$ cat src/shared/nvc_defs.svh
`ifndef NVC_DEFS_SVH
`define NVC_DEFS_SVH

// Register byte offsets on the APB window
`define NVC_OFS_SYST_CTRL   12'h010
`define NVC_OFS_SYST_LOAD   12'h014
`define NVC_OFS_SYST_VAL    12'h018
`define NVC_OFS_ISER        12'h100
`define NVC_OFS_ICER        12'h180
`define NVC_OFS_ISPR        12'h200
`define NVC_OFS_ICPR        12'h280
`define NVC_OFS_ACTIVE      12'h300
`define NVC_OFS_IPR_BASE    12'h400
`define NVC_OFS_SYS_PRI     12'h420
`define NVC_OFS_SW_CTRL     12'h430

// Reset values
`define NVC_RST_WORD        32'h0000_0000
`define NVC_RST_PRI         2'h0
`define NVC_VEC_BASE        32'h0000_0000

// Field positions
`define NVC_PRI_FIELD_W     8
`define NVC_PRI_MSB         7
`define NVC_ST_EN_BIT       0
`define NVC_ST_TICKINT_BIT  1
`define NVC_ST_CLKSRC_BIT   2
`define NVC_ST_CFLAG_BIT    16
`define NVC_SW_SET_PSV_BIT  0
`define NVC_SW_CLR_PSV_BIT  1
`define NVC_SW_SET_ST_BIT   2
`define NVC_SW_CLR_ST_BIT   3
`define NVC_SW_PSV_PEND_BIT 8
`define NVC_SW_ST_PEND_BIT  9
`define NVC_SW_SVC_PEND_BIT 10
`define NVC_SW_HMODE_BIT    16

// Dedicated interrupt bit positions
`define NVC_IRQ_PIN_GROUP   18
`define NVC_IRQ_EXT_A       24
`define NVC_IRQ_EXT_B       25
`define NVC_IRQ_EXT_C       26

// Exception numbers
`define NVC_EXC_NMI         6'h02
`define NVC_EXC_HARD_FAULT  6'h03
`define NVC_EXC_SVC         6'h0B
`define NVC_EXC_PENDABLE_SERVICE_EXCEPTION      6'h0E
`define NVC_EXC_SYSTEM_TICK_EXCEPTION     6'h0F
`define NVC_EXC_IRQ_BASE    16
`define NVC_EXC_LAST        47

// Internal urgency ranks, lower is more urgent
`define NVC_RANK_NMI        3'h1
`define NVC_RANK_HARD_FAULT 3'h2
`define NVC_RANK_CFG_BASE   3'h3
`define NVC_RANK_THREAD     3'h7

`endif

$ cat src/shared/nvc_pkg.sv
package nvc_pkg;
   typedef enum logic {ST_RUN, ST_ENTRY} nvc_state_t;
   typedef logic [5:0] nvc_exc_t;
   typedef logic [2:0] nvc_rank_t;
   typedef logic [1:0] nvc_pri_t;
endpackage

$ cat src/rtl/nvc_nested_vector_irq_ctrl.sv
// Our own choices: the APB slave port and the address map.
`include "nvc_defs.svh"

module nvc_nested_vector_irq_ctrl #(
   parameter int PIN_GROUP_W = 8,
   parameter int EXCL_PIN    = 2,
   parameter int STK_D       = 8
) (
   input  wire logic                   REF_CLK_IN,
   input  wire logic                   RESETN_IN,
   input  wire logic                   PSEL_IN,
   input  wire logic                   PENABLE_IN,
   input  wire logic                   PWRITE_IN,
   input  wire logic [11:0]            PADDR_IN,
   input  wire logic [31:0]            PWDATA_IN,
   output logic      [31:0]            PRDATA_OUT,
   output logic                        PREADY_OUT,
   output logic                        PSLVERR_OUT,
   input  wire logic [31:0]            IRQ_IN,
   input  wire logic                   EXT_PIN_IRQ_A_IN,
   input  wire logic                   EXT_PIN_IRQ_B_IN,
   input  wire logic                   EXT_PIN_IRQ_C_IN,
   input  wire logic [PIN_GROUP_W-1:0] PIN_GROUP_IRQ_IN,
   input  wire logic                   NMI_IN,
   input  wire logic                   HARD_FAULT_IN,
   input  wire logic                   SVC_IN,
   input  wire logic                   CORE_ENTRY_DONE_IN,
   input  wire logic                   CORE_EXC_RETURN_IN,
   output logic                        ENTRY_REQ_OUT,
   output logic                        STACK_PUSH_OUT,
   output logic      [31:0]            VECTOR_ADDR_OUT,
   output logic      [5:0]             EXC_NUM_OUT,
   output logic                        HANDLER_MODE_OUT,
   output logic                        UNSTACK_OUT
);

   localparam int SPW = $clog2(STK_D) + 1;

   // APB slave, one access-phase cycle, no wait states
   logic               pready_q;
   logic               pslverr_q;
   logic [31:0]        prdata_q;
   logic [31:0]        rdata_d;
   logic               mapped_d;

   wire setup    = PSEL_IN & ~PENABLE_IN;
   wire acc_done = PSEL_IN & PENABLE_IN & pready_q;
   wire wr       = acc_done & PWRITE_IN;
   wire rd       = acc_done & ~PWRITE_IN;

   wire hit_ctrl   = PADDR_IN == `NVC_OFS_SYST_CTRL;
   wire hit_load   = PADDR_IN == `NVC_OFS_SYST_LOAD;
   wire hit_val    = PADDR_IN == `NVC_OFS_SYST_VAL;
   wire hit_iser   = PADDR_IN == `NVC_OFS_ISER;
   wire hit_icer   = PADDR_IN == `NVC_OFS_ICER;
   wire hit_ispr   = PADDR_IN == `NVC_OFS_ISPR;
   wire hit_icpr   = PADDR_IN == `NVC_OFS_ICPR;
   wire hit_active = PADDR_IN == `NVC_OFS_ACTIVE;
   wire hit_ipr    = (PADDR_IN[11:5] == `NVC_OFS_IPR_BASE >> 5) && (PADDR_IN[1:0] == 2'h0);
   wire hit_syspri = PADDR_IN == `NVC_OFS_SYS_PRI;
   wire hit_swctl  = PADDR_IN == `NVC_OFS_SW_CTRL;
   wire [2:0] ipr_idx = PADDR_IN[4:2];

   wire [31:0] iser_w  = (wr && hit_iser)  ? PWDATA_IN : `NVC_RST_WORD;
   wire [31:0] icer_w  = (wr && hit_icer)  ? PWDATA_IN : `NVC_RST_WORD;
   wire [31:0] ispr_w  = (wr && hit_ispr)  ? PWDATA_IN : `NVC_RST_WORD;
   wire [31:0] icpr_w  = (wr && hit_icpr)  ? PWDATA_IN : `NVC_RST_WORD;
   wire [31:0] swctl_w = (wr && hit_swctl) ? PWDATA_IN : `NVC_RST_WORD;

   // Interrupt state
   logic [31:0]        irq_en_q;
   logic [31:0]        irq_pend_q;
   nvc_pkg::nvc_pri_t  prio_q [32];
   nvc_pkg::nvc_pri_t  sys_pri_q [3];
   logic               nmi_pend_q;
   logic               hf_pend_q;
   logic               svc_pend_q;
   logic               psv_pend_q;
   logic               st_pend_q;
   logic [47:0]        act_q;

   // System tick
   logic [23:0]        st_val_q;
   logic [23:0]        st_load_q;
   logic               st_en_q;
   logic               st_tickint_q;
   logic               st_cflag_q;

   // Exception sequencing
   nvc_pkg::nvc_state_t state_q;
   nvc_pkg::nvc_exc_t  tgt_q;
   nvc_pkg::nvc_rank_t tgt_rank_q;
   nvc_pkg::nvc_exc_t  stk_num_q [STK_D];
   nvc_pkg::nvc_rank_t stk_rank_q [STK_D];
   logic [SPW-1:0]     sp_q;
   logic               entry_q;
   logic               push_q;
   logic [31:0]        vec_q;
   nvc_pkg::nvc_exc_t  exc_num_q;
   logic               hmode_q;
   logic               unstack_q;

   // Source wiring of the dedicated lines
   logic [31:0]        irq_src;
   logic [PIN_GROUP_W-1:0] group_mask;
   always_comb begin
      group_mask           = '1;
      group_mask[EXCL_PIN] = 1'b0;
      irq_src              = IRQ_IN;
      irq_src[`NVC_IRQ_EXT_A] = EXT_PIN_IRQ_A_IN;
      irq_src[`NVC_IRQ_EXT_B] = EXT_PIN_IRQ_B_IN;
      irq_src[`NVC_IRQ_EXT_C] = EXT_PIN_IRQ_C_IN;
      irq_src[`NVC_IRQ_PIN_GROUP] = |(PIN_GROUP_IRQ_IN & group_mask);
   end

   // Candidate set and urgency ranks, indexed by exception number
   logic [47:0]        cand;
   nvc_pkg::nvc_rank_t rank_v [48];
   always_comb begin
      cand = 48'h0;
      cand[`NVC_EXC_NMI]        = nmi_pend_q;
      cand[`NVC_EXC_HARD_FAULT] = hf_pend_q;
      cand[`NVC_EXC_SVC]        = svc_pend_q;
      cand[`NVC_EXC_PENDABLE_SERVICE_EXCEPTION]     = psv_pend_q;
      cand[`NVC_EXC_SYSTEM_TICK_EXCEPTION]    = st_pend_q;
      cand[`NVC_EXC_LAST:`NVC_EXC_IRQ_BASE] = irq_pend_q & irq_en_q;
      for (int i = 0; i < 48; i++) begin
         rank_v[i] = `NVC_RANK_THREAD;
      end
      rank_v[`NVC_EXC_NMI]        = `NVC_RANK_NMI;
      rank_v[`NVC_EXC_HARD_FAULT] = `NVC_RANK_HARD_FAULT;
      rank_v[`NVC_EXC_SVC]        = `NVC_RANK_CFG_BASE + {1'b0, sys_pri_q[0]};
      rank_v[`NVC_EXC_PENDABLE_SERVICE_EXCEPTION]     = `NVC_RANK_CFG_BASE + {1'b0, sys_pri_q[1]};
      rank_v[`NVC_EXC_SYSTEM_TICK_EXCEPTION]    = `NVC_RANK_CFG_BASE + {1'b0, sys_pri_q[2]};
      for (int k = 0; k < 32; k++) begin
         rank_v[`NVC_EXC_IRQ_BASE + k] = `NVC_RANK_CFG_BASE + {1'b0, prio_q[k]};
      end
   end

   // Most urgent candidate; ascending scan with strict compare keeps the lowest number on ties
   nvc_pkg::nvc_exc_t  best_num;
   nvc_pkg::nvc_rank_t best_rank;
   always_comb begin
      best_num  = 6'h00;
      best_rank = `NVC_RANK_THREAD;
      for (int i = 0; i < 48; i++) begin
         if (cand[i] && (rank_v[i] < best_rank)) begin
            best_num  = 6'(i);
            best_rank = rank_v[i];
         end
      end
   end

   wire [SPW-1:0]      sp_m1     = sp_q - SPW'(1);
   wire [SPW-1:0]      sp_m2     = sp_q - SPW'(2);
   wire nvc_pkg::nvc_rank_t cur_rank  = (sp_q == '0) ? `NVC_RANK_THREAD : stk_rank_q[sp_m1[SPW-2:0]];
   wire nvc_pkg::nvc_rank_t next_rank = (sp_q < SPW'(2)) ? `NVC_RANK_THREAD : stk_rank_q[sp_m2[SPW-2:0]];
   wire nvc_pkg::nvc_exc_t  top_num   = stk_num_q[sp_m1[SPW-2:0]];
   wire nvc_pkg::nvc_exc_t  next_num  = stk_num_q[sp_m2[SPW-2:0]];

   wire in_run     = state_q == nvc_pkg::ST_RUN;
   wire in_entry   = state_q == nvc_pkg::ST_ENTRY;
   wire do_ret     = in_run && CORE_EXC_RETURN_IN && (sp_q != '0);
   wire do_chain   = do_ret && (best_rank < next_rank);
   wire do_preempt = in_run && !do_ret && (best_rank < cur_rank);
   wire do_late    = in_entry && (best_rank < tgt_rank_q);
   wire do_accept  = in_entry && CORE_ENTRY_DONE_IN;
   wire [31:0] best_vec = `NVC_VEC_BASE | {24'h0, best_num, 2'b00};

   wire [47:0] act_set = do_accept ? (48'h1 << tgt_q) : 48'h0;
   wire [47:0] act_clr = do_ret ? (48'h1 << top_num) : 48'h0;

   // Exception entry and return sequencer
   always_ff @(posedge REF_CLK_IN) begin
      if (!RESETN_IN) begin
         state_q    <= nvc_pkg::ST_RUN;
         tgt_q      <= 6'h00;
         tgt_rank_q <= `NVC_RANK_THREAD;
         sp_q       <= '0;
         entry_q    <= 1'b0;
         push_q     <= 1'b0;
         vec_q      <= `NVC_VEC_BASE;
         exc_num_q  <= 6'h00;
         hmode_q    <= 1'b0;
         unstack_q  <= 1'b0;
      end else begin
         unstack_q <= 1'b0;
         if (do_preempt || do_chain || do_late) begin
            state_q    <= nvc_pkg::ST_ENTRY;
            tgt_q      <= best_num;
            tgt_rank_q <= best_rank;
            vec_q      <= best_vec;
            entry_q    <= 1'b1;
         end
         if (do_preempt) begin
            push_q <= 1'b1;
         end
         if (do_chain) begin
            push_q <= 1'b0;
            sp_q   <= sp_m1;
         end
         if (do_ret && !do_chain) begin
            unstack_q <= 1'b1;
            sp_q      <= sp_m1;
            exc_num_q <= (sp_q < SPW'(2)) ? 6'h00 : next_num;
            hmode_q   <= sp_q >= SPW'(2);
         end
         if (do_accept) begin
            state_q   <= nvc_pkg::ST_RUN;
            entry_q   <= 1'b0;
            push_q    <= 1'b0;
            sp_q      <= sp_q + SPW'(1);
            exc_num_q <= tgt_q;
            hmode_q   <= 1'b1;
         end
      end
   end

   always_ff @(posedge REF_CLK_IN) begin
      if (do_accept) begin
         stk_num_q[sp_q[SPW-2:0]]  <= tgt_q;
         stk_rank_q[sp_q[SPW-2:0]] <= tgt_rank_q;
      end
   end

   // Enable, pending and active vectors; a new event wins over a clear in the same cycle
   always_ff @(posedge REF_CLK_IN) begin
      if (!RESETN_IN) begin
         irq_en_q   <= `NVC_RST_WORD;
         irq_pend_q <= `NVC_RST_WORD;
         act_q      <= 48'h0;
         nmi_pend_q <= 1'b0;
         hf_pend_q  <= 1'b0;
         svc_pend_q <= 1'b0;
         psv_pend_q <= 1'b0;
      end else begin
         irq_en_q   <= (irq_en_q | iser_w) & ~icer_w;
         irq_pend_q <= (irq_pend_q & ~icpr_w & ~act_set[`NVC_EXC_LAST:`NVC_EXC_IRQ_BASE])
                       | irq_src | ispr_w;
         act_q      <= (act_q & ~act_clr) | act_set;
         nmi_pend_q <= (nmi_pend_q & ~act_set[`NVC_EXC_NMI]) | NMI_IN;
         hf_pend_q  <= (hf_pend_q & ~act_set[`NVC_EXC_HARD_FAULT]) | HARD_FAULT_IN;
         svc_pend_q <= (svc_pend_q & ~act_set[`NVC_EXC_SVC]) | SVC_IN;
         psv_pend_q <= (psv_pend_q & ~act_set[`NVC_EXC_PENDABLE_SERVICE_EXCEPTION] & ~swctl_w[`NVC_SW_CLR_PSV_BIT])
                       | swctl_w[`NVC_SW_SET_PSV_BIT];
      end
   end

   // Priority fields keep only their top two bits
   genvar gk;
   generate
      for (gk = 0; gk < 32; gk++) begin : g_prio
         always_ff @(posedge REF_CLK_IN) begin
            if (!RESETN_IN) begin
               prio_q[gk] <= `NVC_RST_PRI;
            end else if (wr && hit_ipr && (ipr_idx == 3'(gk / 4))) begin
               prio_q[gk] <= PWDATA_IN[(gk % 4) * `NVC_PRI_FIELD_W + `NVC_PRI_MSB -: 2];
            end
         end
      end
      for (gk = 0; gk < 3; gk++) begin : g_sys_prio
         always_ff @(posedge REF_CLK_IN) begin
            if (!RESETN_IN) begin
               sys_pri_q[gk] <= `NVC_RST_PRI;
            end else if (wr && hit_syspri) begin
               sys_pri_q[gk] <= PWDATA_IN[gk * `NVC_PRI_FIELD_W + `NVC_PRI_MSB -: 2];
            end
         end
      end
   endgenerate

   // System tick counter
   wire st_hit_zero = st_en_q && (st_val_q == 24'h000001);
   wire st_ctrl_rd  = rd && hit_ctrl;
   wire st_val_wr   = wr && hit_val;

   always_ff @(posedge REF_CLK_IN) begin
      if (!RESETN_IN) begin
         st_val_q     <= 24'h000000;
         st_load_q    <= 24'h000000;
         st_en_q      <= 1'b0;
         st_tickint_q <= 1'b0;
         st_cflag_q   <= 1'b0;
         st_pend_q    <= 1'b0;
      end else begin
         if (wr && hit_ctrl) begin
            st_en_q      <= PWDATA_IN[`NVC_ST_EN_BIT];
            st_tickint_q <= PWDATA_IN[`NVC_ST_TICKINT_BIT];
         end
         if (wr && hit_load) begin
            st_load_q <= PWDATA_IN[23:0];
         end
         // A software write zeroes the count and clears the count flag unless the count also hits zero in that cycle; it never raises the tick exception
         if (st_val_wr) begin
            st_val_q <= 24'h000000;
         end else if (st_en_q) begin
            st_val_q <= (st_val_q == 24'h000000) ? st_load_q : st_val_q - 24'h000001;
         end
         st_cflag_q <= (st_cflag_q & ~st_ctrl_rd & ~st_val_wr) | st_hit_zero;
         st_pend_q  <= (st_pend_q & ~act_set[`NVC_EXC_SYSTEM_TICK_EXCEPTION] & ~swctl_w[`NVC_SW_CLR_ST_BIT])
                       | (st_hit_zero & st_tickint_q & ~st_val_wr) | swctl_w[`NVC_SW_SET_ST_BIT];
      end
   end

   // Read data selection
   always_comb begin
      rdata_d  = `NVC_RST_WORD;
      mapped_d = 1'b1;
      if (hit_ctrl) begin
         rdata_d[`NVC_ST_EN_BIT]      = st_en_q;
         rdata_d[`NVC_ST_TICKINT_BIT] = st_tickint_q;
         rdata_d[`NVC_ST_CLKSRC_BIT]  = 1'b1;
         rdata_d[`NVC_ST_CFLAG_BIT]   = st_cflag_q;
      end else if (hit_load) begin
         rdata_d[23:0] = st_load_q;
      end else if (hit_val) begin
         rdata_d[23:0] = st_val_q;
      end else if (hit_iser || hit_icer) begin
         rdata_d = irq_en_q;
      end else if (hit_ispr || hit_icpr) begin
         rdata_d = irq_pend_q;
      end else if (hit_active) begin
         rdata_d = act_q[`NVC_EXC_LAST:`NVC_EXC_IRQ_BASE];
      end else if (hit_ipr) begin
         for (int j = 0; j < 4; j++) begin
            rdata_d[j * `NVC_PRI_FIELD_W + `NVC_PRI_MSB -: 2] = prio_q[{ipr_idx, 2'(j)}];
         end
      end else if (hit_syspri) begin
         for (int j = 0; j < 3; j++) begin
            rdata_d[j * `NVC_PRI_FIELD_W + `NVC_PRI_MSB -: 2] = sys_pri_q[j];
         end
      end else if (hit_swctl) begin
         rdata_d[5:0]                  = exc_num_q;
         rdata_d[`NVC_SW_PSV_PEND_BIT] = psv_pend_q;
         rdata_d[`NVC_SW_ST_PEND_BIT]  = st_pend_q;
         rdata_d[`NVC_SW_SVC_PEND_BIT] = svc_pend_q;
         rdata_d[`NVC_SW_HMODE_BIT]    = hmode_q;
      end else begin
         mapped_d = 1'b0;
      end
   end

   always_ff @(posedge REF_CLK_IN) begin
      if (!RESETN_IN) begin
         pready_q  <= 1'b0;
         pslverr_q <= 1'b0;
         prdata_q  <= `NVC_RST_WORD;
      end else begin
         pready_q <= setup;
         if (setup) begin
            pslverr_q <= ~mapped_d;
            prdata_q  <= PWRITE_IN ? `NVC_RST_WORD : rdata_d;
         end
      end
   end

   assign PRDATA_OUT       = prdata_q;
   assign PREADY_OUT       = pready_q;
   assign PSLVERR_OUT      = pslverr_q;
   assign ENTRY_REQ_OUT    = entry_q;
   assign STACK_PUSH_OUT   = push_q;
   assign VECTOR_ADDR_OUT  = vec_q;
   assign EXC_NUM_OUT      = exc_num_q;
   assign HANDLER_MODE_OUT = hmode_q;
   assign UNSTACK_OUT      = unstack_q;

endmodule // nvc_nested_vector_irq_ctrl

$ cat config.mk
export PLATFORM = sky130hd
export DESIGN_NAME = nvc_nested_vector_irq_ctrl
export DESIGN_NICKNAME = d
export VERILOG_FILES = /design/src/shared/nvc_pkg.sv /design/src/rtl/nvc_nested_vector_irq_ctrl.sv
export VERILOG_INCLUDE_DIRS = /design/src /design/src/shared
export SDC_FILE = /design/constraint.sdc
export NUM_CORES = 1
export LEC_CHECK = 0
export ABC_AREA = 1
export ABC_CLOCK_PERIOD_IN_PS = 18450
export BUFFER_PORTS_ARGS = -buffer_cell sky130_fd_sc_hd__buf_4
export CORE_MARGIN = 3
export CORE_UTILIZATION = 30
export DETAILED_ROUTE_END_ITERATION = 12
export PLACE_DENSITY = 0.52
export SYNTH_ARGS = -nofsm -noshare
export SYNTH_HDL_FRONTEND = slang
export SYNTH_SLANG_ARGS = --single-unit
$ cat constraint.sdc
create_clock -name REF_CLK_IN -period 18.45 [get_ports REF_CLK_IN]
set_clock_uncertainty 0.15 [all_clocks]
set_input_delay 0.9225 -clock REF_CLK_IN [delete_from_list [all_inputs] [get_ports REF_CLK_IN]]
set_output_delay 0.9225 -clock REF_CLK_IN [all_outputs]
set_load 0.01 [all_outputs]
==> reports/summary.md, run 1 <==
The flow ran to the end, but the final reports show violations. The checks that failed: setup timing. The final layout contains routed wiring with a total length of 83,200 µm.

Clock latency on the worst-skew pair, taken at its later pin, is 0.58 ns. Static timing analysis puts the maximum clock frequency at 52.2 MHz. The analysis attributes to cell leakage a power of 11.9 nW. The count of flip-flops with a built-in enable after synthesis came out at 142.

The synthesized design contains 351 register bits. The worst setup path is launched from a register. For the worst setup path, the data arrival time is 19.47 ns. In this run, distinct cell masters in the synthesized netlist total 60. Die boundary height: 275 µm. In the final routed layout, each cell accounts on average for 18.9 µm. Number of logic stages on the critical path including buffering: 220. Among all flip-flop cells after synthesis, the most frequent one is dfxtp_1.

The count of final hold-check violations was 0; the HPWL reported at the end of detailed placement was 61,400 µm. The worst hold path begins at PRDATA_OUT[26]. The logs give 0 for the number of max-slew violations in the final report and 0.00845 mm² for the footprint of the flip-flops and latches. For this design the ratio of total power to cell area is 100 mW/mm². The commonest cells after synthesis are 636 x nand2_1, 398 x inv_1, 339 x nor2_1. Setup repair after global routing could not meet its margin everywhere.

The number of ports placed on the die boundary is 173. The cell family contributing the most delay on the critical path is simple AND/OR/NAND/NOR gates. The number of buffers added on ports was 141. The reg-to-reg startpoint was sys_pri_q[0][0]. The category of the most critical setup path is reg -> reg.

Yosys printed 0 warnings. Including well taps, the total number of placed cells is 4,255. The detailed-route vias per instance came out at 5.05. The worst min-delay path class was reg -> reg.

Entering global routing, the biggest net connects 87 pins. The worst register-to-register path has a setup slack of -0.71 ns. The congestion estimate from routability-driven global placement came to 0.908. For the pin with the worst max-slew slack, the measured transition is 1.22 ns. The number of nets with antenna violations after detailed routing is 0, and the global-route wire length before repair is 122,000 µm. The relative max-transition margin was 0.182; the top cell type's share of synthesized area was 0.196. For the worst flop-to-flop path, the logic depth is 220.

The async set-or-reset flop fraction in the synthesized netlist is 0, and the delay contributed by the slowest stage of the critical path is 0.41 ns. For this run the aggregate overflow at the end of global routing stands at 0. The synthesized netlist occupies a cell area of 0.0217 mm². Most numerous cell in the Yosys netlist: nand2_1. The proportion of layout cells with a drive suffix above 1 works out to 0.220. The cell occurring most often along the worst timing path is nand2_2. After layout, the minimum clock period comes to 19.16 ns. STA puts the critical path data required time at 18.76 ns.

Reg-to-reg critical path endpoint: tgt_rank_q[1]. The clock-pin slew of the registers on the worst-case setup and hold paths was 0.06 ns. The biggest area contributor in the post-synthesis netlist is edfxtp_1. IR analysis of the VDD net gives a maximum drop of 0.0000698 V. The number of core rows was 98.

STA classifies the critical path endpoint as a register. The H-tree generated during clock tree synthesis spans 2 levels. The worst hold path terminates at PRDATA_OUT[26]. Smallest setup slack after layout: -0.711 ns. The number of violations reported at the end of detailed-routing iteration 0 was 2,042; the number of instances on the worst hold path was 2. The number of failing setup endpoints in the final timing report was 19; the non-filler instance count after layout was 4,400. The tools report the number of detailed-routing iterations run before antenna repair as 6. The tools report the root buffer cell as clkbuf_16. The tools report the area of the core as 0.0716 mm².

A synthesized cell averages 7.02 µm². The tools report the maximum count of clock buffers along a single path as 3. The width of the die came out at 275 µm.

Final antenna diode count: 0. In the routed design, unresolved DRC markers number 0. The number of buffers and inverters on the critical path came out at 7.

The tools report the initial antenna violation count as 1. Along the worst path, the maximum fanout reaches 8. The portion of the post-synthesis area used by sequential elements was 0.389.

Setup slack at placement: -0.402 ns. After clock tree synthesis, the flow added hold-fix buffers numbering 0. By area the synthesized netlist is led by edfxtp_1 20%, dfxtp_1 19%, nand2_1 11%. Starting density of the core: 0.303.

Synthesis handed over a netlist of 3,095 instances. The tools report the utilization of the core after routing as 0.383. The tools report the reported max-cap violation count as 0.

For the overall die area, the log shows 0.0757 mm². The final layout contains 3,567 nets. The total global routing track utilization is 0.211, and the growth of design area from synthesis to finish is 26.2%. The tightest hold path in the finished design has a slack of 0.316 ns.

The via count of the first global-routing pass was 20,100; the total CTS buffers was 40. The final route contains 22,200 vias. The clock net in this run drives a total of 351 sinks. TritonCTS built the clock tree. The final clock period utilization by the worst path came out at 1.04. The highest-delay cell along the critical path was edfxtp_1. The multi-input combinational cells in the finished layout cover a total of 0.0118 mm².

After filler insertion, the fill cell instance count of the layout stands at 7,602.
worst min-delay path: stages (launching register included):
cell and delay [ns]:
dfxtp_1 0.31, nand2_1 0.06, a21oi_1 0.05
sequential cells by signal, indices dropped and copies added, names as in the netlist, 4 cells and up:
register	flops
prio_q	64
stk_num_q	48
PRDATA_OUT	32
act_q	32
irq_en_q	32
irq_pend_q	32
st_load_q	24
st_val_q	24
stk_rank_q	24
EXC_NUM_OUT	6
sys_pri_q	6
tgt_q	6
sp_q	4
how the worst max path moves through the flow:
stage,to,from
after floorplan,tgt_q[0],sys_pri_q[0][0]
after global placement,tgt_q[2],sys_pri_q[0][0]
after detailed placement,tgt_q[5],sys_pri_q[0][0]
after CTS,tgt_rank_q[1],sys_pri_q[0][0]
after global routing,tgt_q[1],sys_pri_q[0][0]
final,tgt_rank_q[1],sys_pri_q[0][0]
cells by family after synthesis:
group | count (synthesis) | share of synthesized area
AND/OR/NAND/NOR | 1381 | 0.275
AO/OA/AOI/OAI | 721 | 0.194
other | 1 | 0.000173
XOR/XNOR | 16 | 0.00645
buffers and inverters | 573 | 0.106
flip-flops | 351 | 0.389
adder cells (fa/ha/maj) | 52 | 0.0298
what timing repair did:
item / 4_1_cts / 5_1_grt
endpoints found under the setup margin: 19 / 19
resized for setup: 25 / 181
pin swaps: 40 / 140
endpoints found under the hold margin: 0 / 0
setup buffers: 20 / 51
gates cloned: 1 / 0
power breakdown:
part	internal [W]	leakage [nW]	total, W	switching, W
Clock	0.000479	0.629	0.000824	0.000345
Sequential	0.000856	3.11	0.000906	0.0000503
Combinational	0.000345	8.19	0.00101	0.000670
layer usage:
metal  vias up  share of wire  global-route usage  routed length [µm]
met5         -       0.000084                   0                   7
met2       721           0.46               0.342               38200
met3       111          0.061              0.0294                5050
met1     10400           0.45               0.292               37700
met4         2          0.028              0.0623                2320
li1      11000              -                   -                   -
cell type report:
type                    count  share of cell area
flip-flops and latches    351               0.308
multi-input cells        2197               0.431
clock buffers              57              0.0407
clock inverters            16             0.00734
well taps                 950              0.0433
repair buffers            399               0.110
inverters                 430              0.0594
layout by cell type (no fill, tap or decap), types with 8 or more instances in the layout:
cell | synthesis | final
ha_1 | 51 | 46
clkbuf_1 | 103 | 13
edfxtp_1 | 142 | 142
nand3_1 | 237 | 212
o211ai_1 | 74 | 74
xor2_1 | 9 | 9
a21oi_2 | 9 | 10
nand4_1 | 24 | 24
a221oi_1 | 20 | 20
nor2_1 | 339 | 320
o221ai_1 | 19 | 19
conb_1 | 1 | 26
nand2_2 | 68 | 142
buf_4 | 26 | 393
clkinv_1 | 10 | 14
nand2_4 | 5 | 23
dfxtp_1 | 209 | 208
nand3_2 | 6 | 28
inv_2 | 21 | 24
a31oi_1 | 26 | 25
nor2_2 | 19 | 33
inv_1 | 398 | 394
a21oi_1 | 220 | 214
nor4_1 | 8 | 8
o21ai_0 | 260 | 260
clkbuf_16 | 0 | 41
o22ai_1 | 54 | 54
nand2_1 | 636 | 542
nor3_1 | 23 | 22
through the flow:
step           power (W)  setup TNS [ns]  area (µm²)
6_report         0.00274          -12.30       27400
5_1_grt          0.00290          -50.04       27400
4_1_cts          0.00268               0       26400
3_5_place_dp     0.00183           -6.50       24800
3_3_place_gp     0.00182           -9.24       24800
2_1_floorplan    0.00150               0       21800
(Power assumes the default switching activity.)
==> run 2, diff against run 1 <==
CORE_ASPECT_RATIO = 0.5   (was unset)
GPL_ROUTABILITY_DRIVEN = 0   (was unset)
SLEW_MARGIN = 5   (was unset)
==> run 2 against run 1 <==
  * The flow still finishes with violations (setup timing)
  * Worst hold slack better by 0.00090 ns
  * Highest routed layer is now met4
  * Global-route usage fell by 0.68 points
  * Critical endpoint is now tgt_q[0]
  * First-iteration DRC count rose by 3.9%
  * Critical path type unchanged
==> reports/summary.md, run 2 (same netlist as run 1, synthesis figures left out) <==
The flow ran to the end, but the final reports show violations. The checks that failed: setup timing. The logs give 120,000 µm (-1.8%) for the global-route wire length before repair and 0.00164 W (-2.2%) for the internal portion of total power. The cell area after placement was 0.0239 mm² (-3.6%); the via total after detailed routing was 22,200 (+0.21%).

The starting density of the core was 0.305 (+0.00127). The number of buffers added on ports was 141 (unchanged). The die boundary height was 196 µm (-29%); the number of violations reported at the end of detailed-routing iteration 0 was 2,121 (+3.9%). The run gives 173 (unchanged) as the number of ports placed on the die boundary.

The net switching power figure came out at 0.00108 W (+1.1%). For the worst hold slack, the log shows 0.317 ns (+0.000905 ns). The smallest setup slack after layout was -0.594 ns (+0.118 ns).

The slowest stage of the critical path is the edfxtp_1 cell. The logs give 0.0713 mm² (-0.42%) for the area of the core and 82,800 µm (-0.50%) for the total wire length. The worst setup path is of the reg -> reg kind. The tools report the HPWL reported at the end of detailed placement as 59,900 µm (-2.3%). The required time at the worst-slack endpoint was 18.78 ns (+0.02 ns); the relative max-transition margin was 0.181 (-0.000830). The final total negative setup slack came out at -9.88 ns (+2.42 ns). The H-tree depth is 2 (unchanged), and the width of the die is 387 µm (+41%).

The run gives 0.0759 mm² (+0.26%) as the overall die area. The final critical-path required period is 19.04 ns (-0.118 ns), and the number of failing setup endpoints in the final timing report is 19 (unchanged). The post-cts hold buffer count was 0 (unchanged). The pin count of the biggest net entering global routing is 93 (+6.9%), and the part of the power in registers is 0.334 (+0.004).

The number of nets in the finished design is 3,449 (-3.3%). The number of nets with antenna violations after detailed routing is 0 (unchanged). The slew at the pin closest to its max-slew limit came out at 1.22 ns (-0.00495 ns). Maximum count of clock buffers along a single path: 3 (unchanged). The most flop-heavy register was prio_q. Leaving out fill and tap cells, the most frequent cell in the layout is nand2_1.

The run gives 0.0000635 V (-9.1%) as the worst supply voltage drop on vdd. The run gives -0.650 ns (-0.248 ns) as the setup slack at placement. The routed wirelength normalized by instance count was 19.3 µm (+2.1%).

The kind of end point of the critical path was a register. For the number of max-slew violations in the final report, the log shows 0 (unchanged). TritonCTS built the clock tree. Relative to the synthesized area, the layout overhead comes to 24.8%. The final antenna diode count is 0 (unchanged). The final clock period utilization by the worst path was 1.03 (-0.00637).

Total leakage power: 11.5 nW (-3.7%). The cell sitting at the root of the clock tree is a clkbuf_16. The tools report the reported max-cap violation count as 0 (unchanged). Count of final hold-check violations: 0 (unchanged). The combinational share of power came out at 0.371 (about the same). The power density relative to cell area is 100 mW/mm² (+0.21%). The worst setup path is launched from a register. Setup repair after global routing could not meet its margin everywhere. For the worst-skew pair later-pin latency, the log shows 0.57 ns (about the same). The run gives 0 (-1) as the initial antenna violation count. The total CTS buffers came out at 37 (-7.5%). The worst min-delay path class is reg -> reg. The via count of the first global-routing pass is 19,700 (-1.7%).

The cell occurring most often along the worst timing path was nand2_2. The delay contributed by the slowest stage of the critical path is 0.40 ns (about the same), and the total congestion overflow is 0 (unchanged). The number of flip-flops under the largest register name is 64 (unchanged), and the clock-pin slew of the registers on the worst-case setup and hold paths is 0.07 ns (about the same). Proportion of layout cells with a drive suffix above 1: 0.227 (+0.00733).

Total of fill cells in the finished design: 7,457 (-1.9%). The portion of total power attributed to the clock network was 0.295 (-0.005). Total clock sinks: 351 (unchanged).

The detailed-route vias per instance was 5.19 (+2.8%); the achievable frequency was 52.5 MHz (+0.62%). The net switching fraction of the power is 0.396 (+0.00776). Leaving out fill and tap cells, the most frequent cells in the layout are 481 x nand2_1, 388 x inv_1, 305 x nor2_1.

The worst-path maximum fanout works out to 8 (unchanged). The tools report the signal arrival time at the worst endpoint as 19.37 ns (-0.10 ns). For the number of design rule violations left after detail routing, the log shows 0 (unchanged).

The tools report the number of core rows as 69 (-30%). The total global routing track utilization is 0.204 (-0.00676), and the number of detailed-routing iterations run before antenna repair is 6 (unchanged). The post-route standard cell area excluding fillers was 0.0271 mm² (-1.1%).
## run 2: cell types whose count changed in the layout (fill, tap and decap cells not counted), moves of 6 or more
cell	previous run	this run
nand2_4	23	49
nand2_2	142	178
nor2_4	7	24
inv_1	394	388
nand2_1	542	481
nand3_1	212	189
buf_4	393	277
clkbuf_1	13	5
nor2_1	320	305
nand3_2	28	48
## run 2: path summary, 6_finish.rpt
kind              depth (start not counted)             end       startpoint  slack (ns)
hold / removal                            2  PRDATA_OUT[24]   PRDATA_OUT[24]        0.32
setup / recovery                        219        tgt_q[0]  sys_pri_q[0][0]       -0.59
setup reg to reg                        219        tgt_q[0]  sys_pri_q[0][0]       -0.59
hold reg to reg                           2  PRDATA_OUT[24]   PRDATA_OUT[24]        0.32
## run 2: stage by stage
| stage | total power [W] | std cells | utilization |
|---|---|---|---|
| final | 0.00272 | 4288 | 0.380 |
| after global routing | 0.00286 | 4288 | 0.380 |
| after CTS | 0.00264 | 4226 | 0.357 |
| after detailed placement | 0.00180 | 4140 | 0.335 |
| after global placement | 0.00179 | 4140 | 0.335 |
| after floorplan | 0.00150 | 3120 | - |
## run 2: metal layers
| layer | routed length, µm | GRT usage | up-vias |
|---|---|---|---|
| met5 | 0 | 0 | - |
| met4 | 2080 | 0.0522 | 0 |
| met3 | 5720 | 0.0315 | 107 |
| met2 | 38000 | 0.329 | 778 |
| met1 | 37000 | 0.286 | 10600 |
| li1 | - | - | 10700 |
## run 2: power by group through the flow
stage / Clock, W / Sequential, W / Combinational (W)
after floorplan: 0 / 0.000903 / 0.000602
after CTS: 0.000815 / 0.000906 / 0.000920
after detailed placement: 0 / 0.000923 / 0.000877
after global routing: 0.000844 / 0.000911 / 0.00110
after global placement: 0 / 0.000922 / 0.000866
final: 0.000804 / 0.000907 / 0.00101
## run 2: final cells by class
| type | instances | area, µm² | share of cell area |
|---|---|---|---|
| Clock inverter | 12 | 141 | 0.00521 |
| Inverter | 430 | 1630 | 0.0602 |
| Multi-Input combinational cell | 2197 | 12400 | 0.457 |
| Tap cell | 958 | 1200 | 0.0442 |
| Timing Repair Buffer | 284 | 2170 | 0.0799 |
| Clock buffer | 56 | 1140 | 0.0420 |
| Sequential cell | 351 | 8450 | 0.312 |
## run 2: worst max-delay path, delay by kind of cell, from the launching register on
kind	cells	cell delay [ns]
AO/OA/AOI/OAI	3	0.34
adder cells (fa/ha/maj)	5	1.05
buffers and inverters	8	0.70
flip-flops	1	0.40
AND/OR/NAND/NOR	203	16.20
## run 2: what timing repair did
action                                  in CTS  in global routing
setup buffers                               17                 62
endpoints found under the setup margin      19                 19
cloned                                       1                  0
pin swaps                                   52                128
resized for setup                           37                320
==> run 3, diff against run 2 <==
--- a/config.mk
+++ b/config.mk
@@ -8,7 +8,5 @@
 export LEC_CHECK = 0
 export ABC_AREA = 1
-export ABC_CLOCK_PERIOD_IN_PS = 18450
 export BUFFER_PORTS_ARGS = -buffer_cell sky130_fd_sc_hd__buf_4
-export CORE_ASPECT_RATIO = 0.5
 export CORE_MARGIN = 3
 export CORE_UTILIZATION = 30
==> constraint.sdc (replaced) <==
create_clock -name REF_CLK_IN -period 18.45 [get_ports REF_CLK_IN]
set_clock_uncertainty 0.15 [all_clocks]
set_input_delay 3.69 -clock REF_CLK_IN [delete_from_list [all_inputs] [get_ports REF_CLK_IN]]
set_output_delay 3.69 -clock REF_CLK_IN [all_outputs]
set_load 0.01 [all_outputs]
==> run 3 against run 2 <==
  * The run still ends with setup timing left
  * Register-to-register slack improved by 0.21 ns
  * First-iteration DRC count fell by 10%
  * Critical endpoint is now tgt_q[5]
  * Total power rose by 1.9%
==> reports/summary.md, run 3 (same netlist as run 1, synthesis figures left out) <==
The proportion of layout cells with a drive suffix above 1 works out to 0.235 (+0.00727). Startpoint type of the worst setup path: a register. The width of the die was 275 µm (-29%); the via count of the first global-routing pass was 20,300 (+3.0%). The logs give 0 (unchanged) for the number of nets with antenna violations after detailed routing and 0 (unchanged) for the count of final hold-check violations. The footprint of the flip-flops and latches was 0.00845 mm² (unchanged). The number of max-slew violations in the final report was 0 (unchanged). For the number of violations reported at the end of detailed-routing iteration 0, the log shows 1,905 (-10%).

The power after layout is 0.00277 W (+1.9%), and the number of ports placed on the die boundary is 173 (unchanged). The overall die area was 0.0757 mm² (-0.26%). The relative max-transition margin is 0.188 (+0.00682), and the number of flip-flops under the largest register name is 64 (unchanged). The delay contributed by the slowest stage of the critical path was 0.41 ns (about the same). The tools report the reg-to-reg startpoint as sys_pri_q[0][0]. The logs give 4,264 (+3.0%) for the number of cells after detailed placement and 0.326 (-0.008) for the part of the power in registers. The path class of the tightest hold or removal check is reg -> reg.

For the reported max-cap violation count, the log shows 0 (unchanged). The root buffer cell was clkbuf_16. The total area of multi-input combinational cells was 0.0120 mm² (-2.9%).

For the final antenna diode count, the log shows 0 (unchanged). Setup repair after global routing could not meet its margin everywhere. The number of buffers added on ports was 141 (unchanged). The run gives 61,400 µm (+2.4%) as the HPWL reported at the end of detailed placement. Leaving out fill and tap cells, the most frequent cells in the layout are 521 x nand2_1, 397 x buf_4, 391 x inv_1. Worst-skew pair later-pin latency: 0.58 ns (about the same). The most flop-heavy register is prio_q. The post-cts hold buffer count was 0 (unchanged); the area of the core was 0.0716 mm² (+0.42%). For the total CTS buffers, the log shows 40 (+8.1%). The slew at the pin closest to its max-slew limit came out at 1.21 ns (-0.0101 ns).

The clock-pin slew of the registers on the worst-case setup and hold paths came out at 0.06 ns (about the same). For the total clock sinks, the log shows 351 (unchanged). The routed wirelength normalized by instance count was 18.9 µm (-2.2%). The number of failing setup endpoints in the final timing report is 19 (unchanged), and the initial antenna violation count is 0 (unchanged). The H-tree depth is 2 (unchanged).

The total of fill cells in the finished design came out at 7,502 (+0.60%). The starting density of the core came out at 0.303 (-0.00127). For hold timing, the worst endpoint is PRDATA_OUT[9]. Final total negative setup slack: -5.99 ns (+3.89 ns).

The utilization of the core after routing is 0.388 (+0.00754). Signal arrival time at the worst endpoint: 19.19 ns (-0.18 ns). The critical path in this run is classified as reg -> reg. Worst setup slack for register-to-register paths: -0.38 ns (+0.21 ns). The leading cell type in the layout, fill and taps excluded is nand2_1. For the pin count of the biggest net entering global routing, the log shows 87 (-6.5%).

The die boundary height came out at 275 µm (+40%). Kind of cell with the highest combined delay on the critical path: simple AND/OR/NAND/NOR gates. For the number of core rows, the log shows 98 (+42%). The run gives 0 (unchanged) as the number of design rule violations left after detail routing. The run finished, with violations left. The required time at the worst-slack endpoint came out at 18.80 ns (+0.02 ns). The number of buffers and inverters on the critical path was 8 (unchanged); the worst reg-to-reg path cell count was 213 (-2.7%). Number of nets in the finished design: 3,575 (+3.7%). The worst-path maximum fanout came out at 8 (unchanged).

The final reports fail on setup timing. The worst hold slack is 0.314 ns (-0.00233 ns), and the detailed-route vias per instance is 5.03 (-3.0%). In this run the most critical hold path is launched from PRDATA_OUT[9]. The logs give 0 (unchanged) for the total congestion overflow and 0.00106 W (-1.2%) for the net switching power figure. The total global routing track utilization is 0.210 (+0.00591). The power density relative to cell area is 99.8 mW/mm² (-0.47%), and the worst supply voltage drop on vdd is 0.0000732 V (+15%). The run gives 53.1 MHz (+1.1%) as the achievable frequency. TritonCTS built the clock tree. The total wire length was 83,200 µm (+0.47%). Net switching fraction of the power: 0.383 (-0.0123). The tools report the via total after detailed routing as 22,200 (-0.34%). The maximum count of clock buffers along a single path was 3 (unchanged). For the total leakage power, the log shows 12.1 nW (+4.9%). The run gives 0.00171 W (+4.0%) as the internal portion of total power. The run gives -0.384 ns (+0.210 ns) as the smallest setup slack after layout. The run gives 0.369 (-0.002) as the combinational share of power. The cell occurring most often along the worst timing path was nand2_2.

The number of instances on the worst hold path is 2 (unchanged). The portion of total power attributed to the clock network was 0.305 (+0.010). The final clock period utilization by the worst path was 1.02 (-0.0114); the global-route wire length before repair was 122,000 µm (+1.6%). The reg-to-reg critical path endpoint is tgt_q[5]. For this design, the slowest cell found on the critical path is edfxtp_1.

The final critical-path required period is 18.83 ns (-0.210 ns), and the non-filler instance count after layout is 4,407 (+2.8%). The number of detailed-routing iterations run before antenna repair was 7 (+1). The growth of design area from synthesis to finish came out at 27.8%. STA classifies the critical path endpoint as a register.
run 3: timing repair:
item,CTS,global route
hold endpoints to repair,0,0
gates cloned,1,0
pin swaps,43,126
buffers inserted,20,50
endpoints found under the setup margin,19,19
gates resized for setup,28,237
run 3: power by group through the flow:
stage	combinational, W	sequential (W)	clock, W
2_1_floorplan	0.000602	0.000903	0
4_1_cts	0.000952	0.000902	0.000858
5_1_grt	0.00114	0.000907	0.000887
3_3_place_gp	0.000908	0.000919	0
3_5_place_dp	0.000913	0.000918	0
6_report	0.00102	0.000902	0.000846
run 3: worst reg2reg max path, delay by kind of cell (launching register included):
family	cells	cell delay, ns
fa+ha+maj	5	1.13
flops	1	0.41
compound gates	3	0.57
buf+inv	8	0.42
simple gates	197	16.11
run 3: through the flow:
| step | cell area (µm²) | setup slack [ns] |
|---|---|---|
| 6_report | 27800 | -0.384 |
| 5_1_grt | 27800 | -2.34 |
| 4_1_cts | 26500 | 0.00237 |
| 3_5_place_dp | 24900 | -0.405 |
| 3_3_place_gp | 24900 | -0.542 |
| 2_1_floorplan | 21800 | 1.62 |
run 3: how the worst max path moves through the flow:
stage	start	end	slack, ns	cells after the start
floorplan	sys_pri_q[0][0]	tgt_q[0]	1.62	214
global placement	sys_pri_q[0][0]	tgt_q[3]	-0.54	218
detailed placement	sys_pri_q[0][0]	tgt_q[3]	-0.41	216
CTS	sys_pri_q[0][0]	HANDLER_MODE_OUT	0.002	224
global route	sys_pri_q[0][1]	tgt_q[5]	-2.34	217
finish	sys_pri_q[0][0]	tgt_q[5]	-0.38	213
run 3: layout make-up:
| cell class | instances | area share |
|---|---|---|
| Clock inverter | 20 | 0.00865 |
| Sequential cell | 351 | 0.304 |
| Timing Repair Buffer | 407 | 0.112 |
| Inverter | 430 | 0.0587 |
| Tap cell | 950 | 0.0428 |
| Multi-Input combinational cell | 2197 | 0.433 |
| Clock buffer | 52 | 0.0403 |
run 3: routing by layer:
| layer | share of wire | GRT usage | wire [µm] | vias up |
|---|---|---|---|---|
| met3 | 0.054 | 0.0270 | 4470 | 115 |
| met4 | 0.030 | 0.0642 | 2480 | 0 |
| li1 | - | - | - | 11000 |
| met2 | 0.46 | 0.341 | 38400 | 641 |
| met1 | 0.46 | 0.291 | 37900 | 10400 |
| met5 | 0 | 0 | 0 | - |
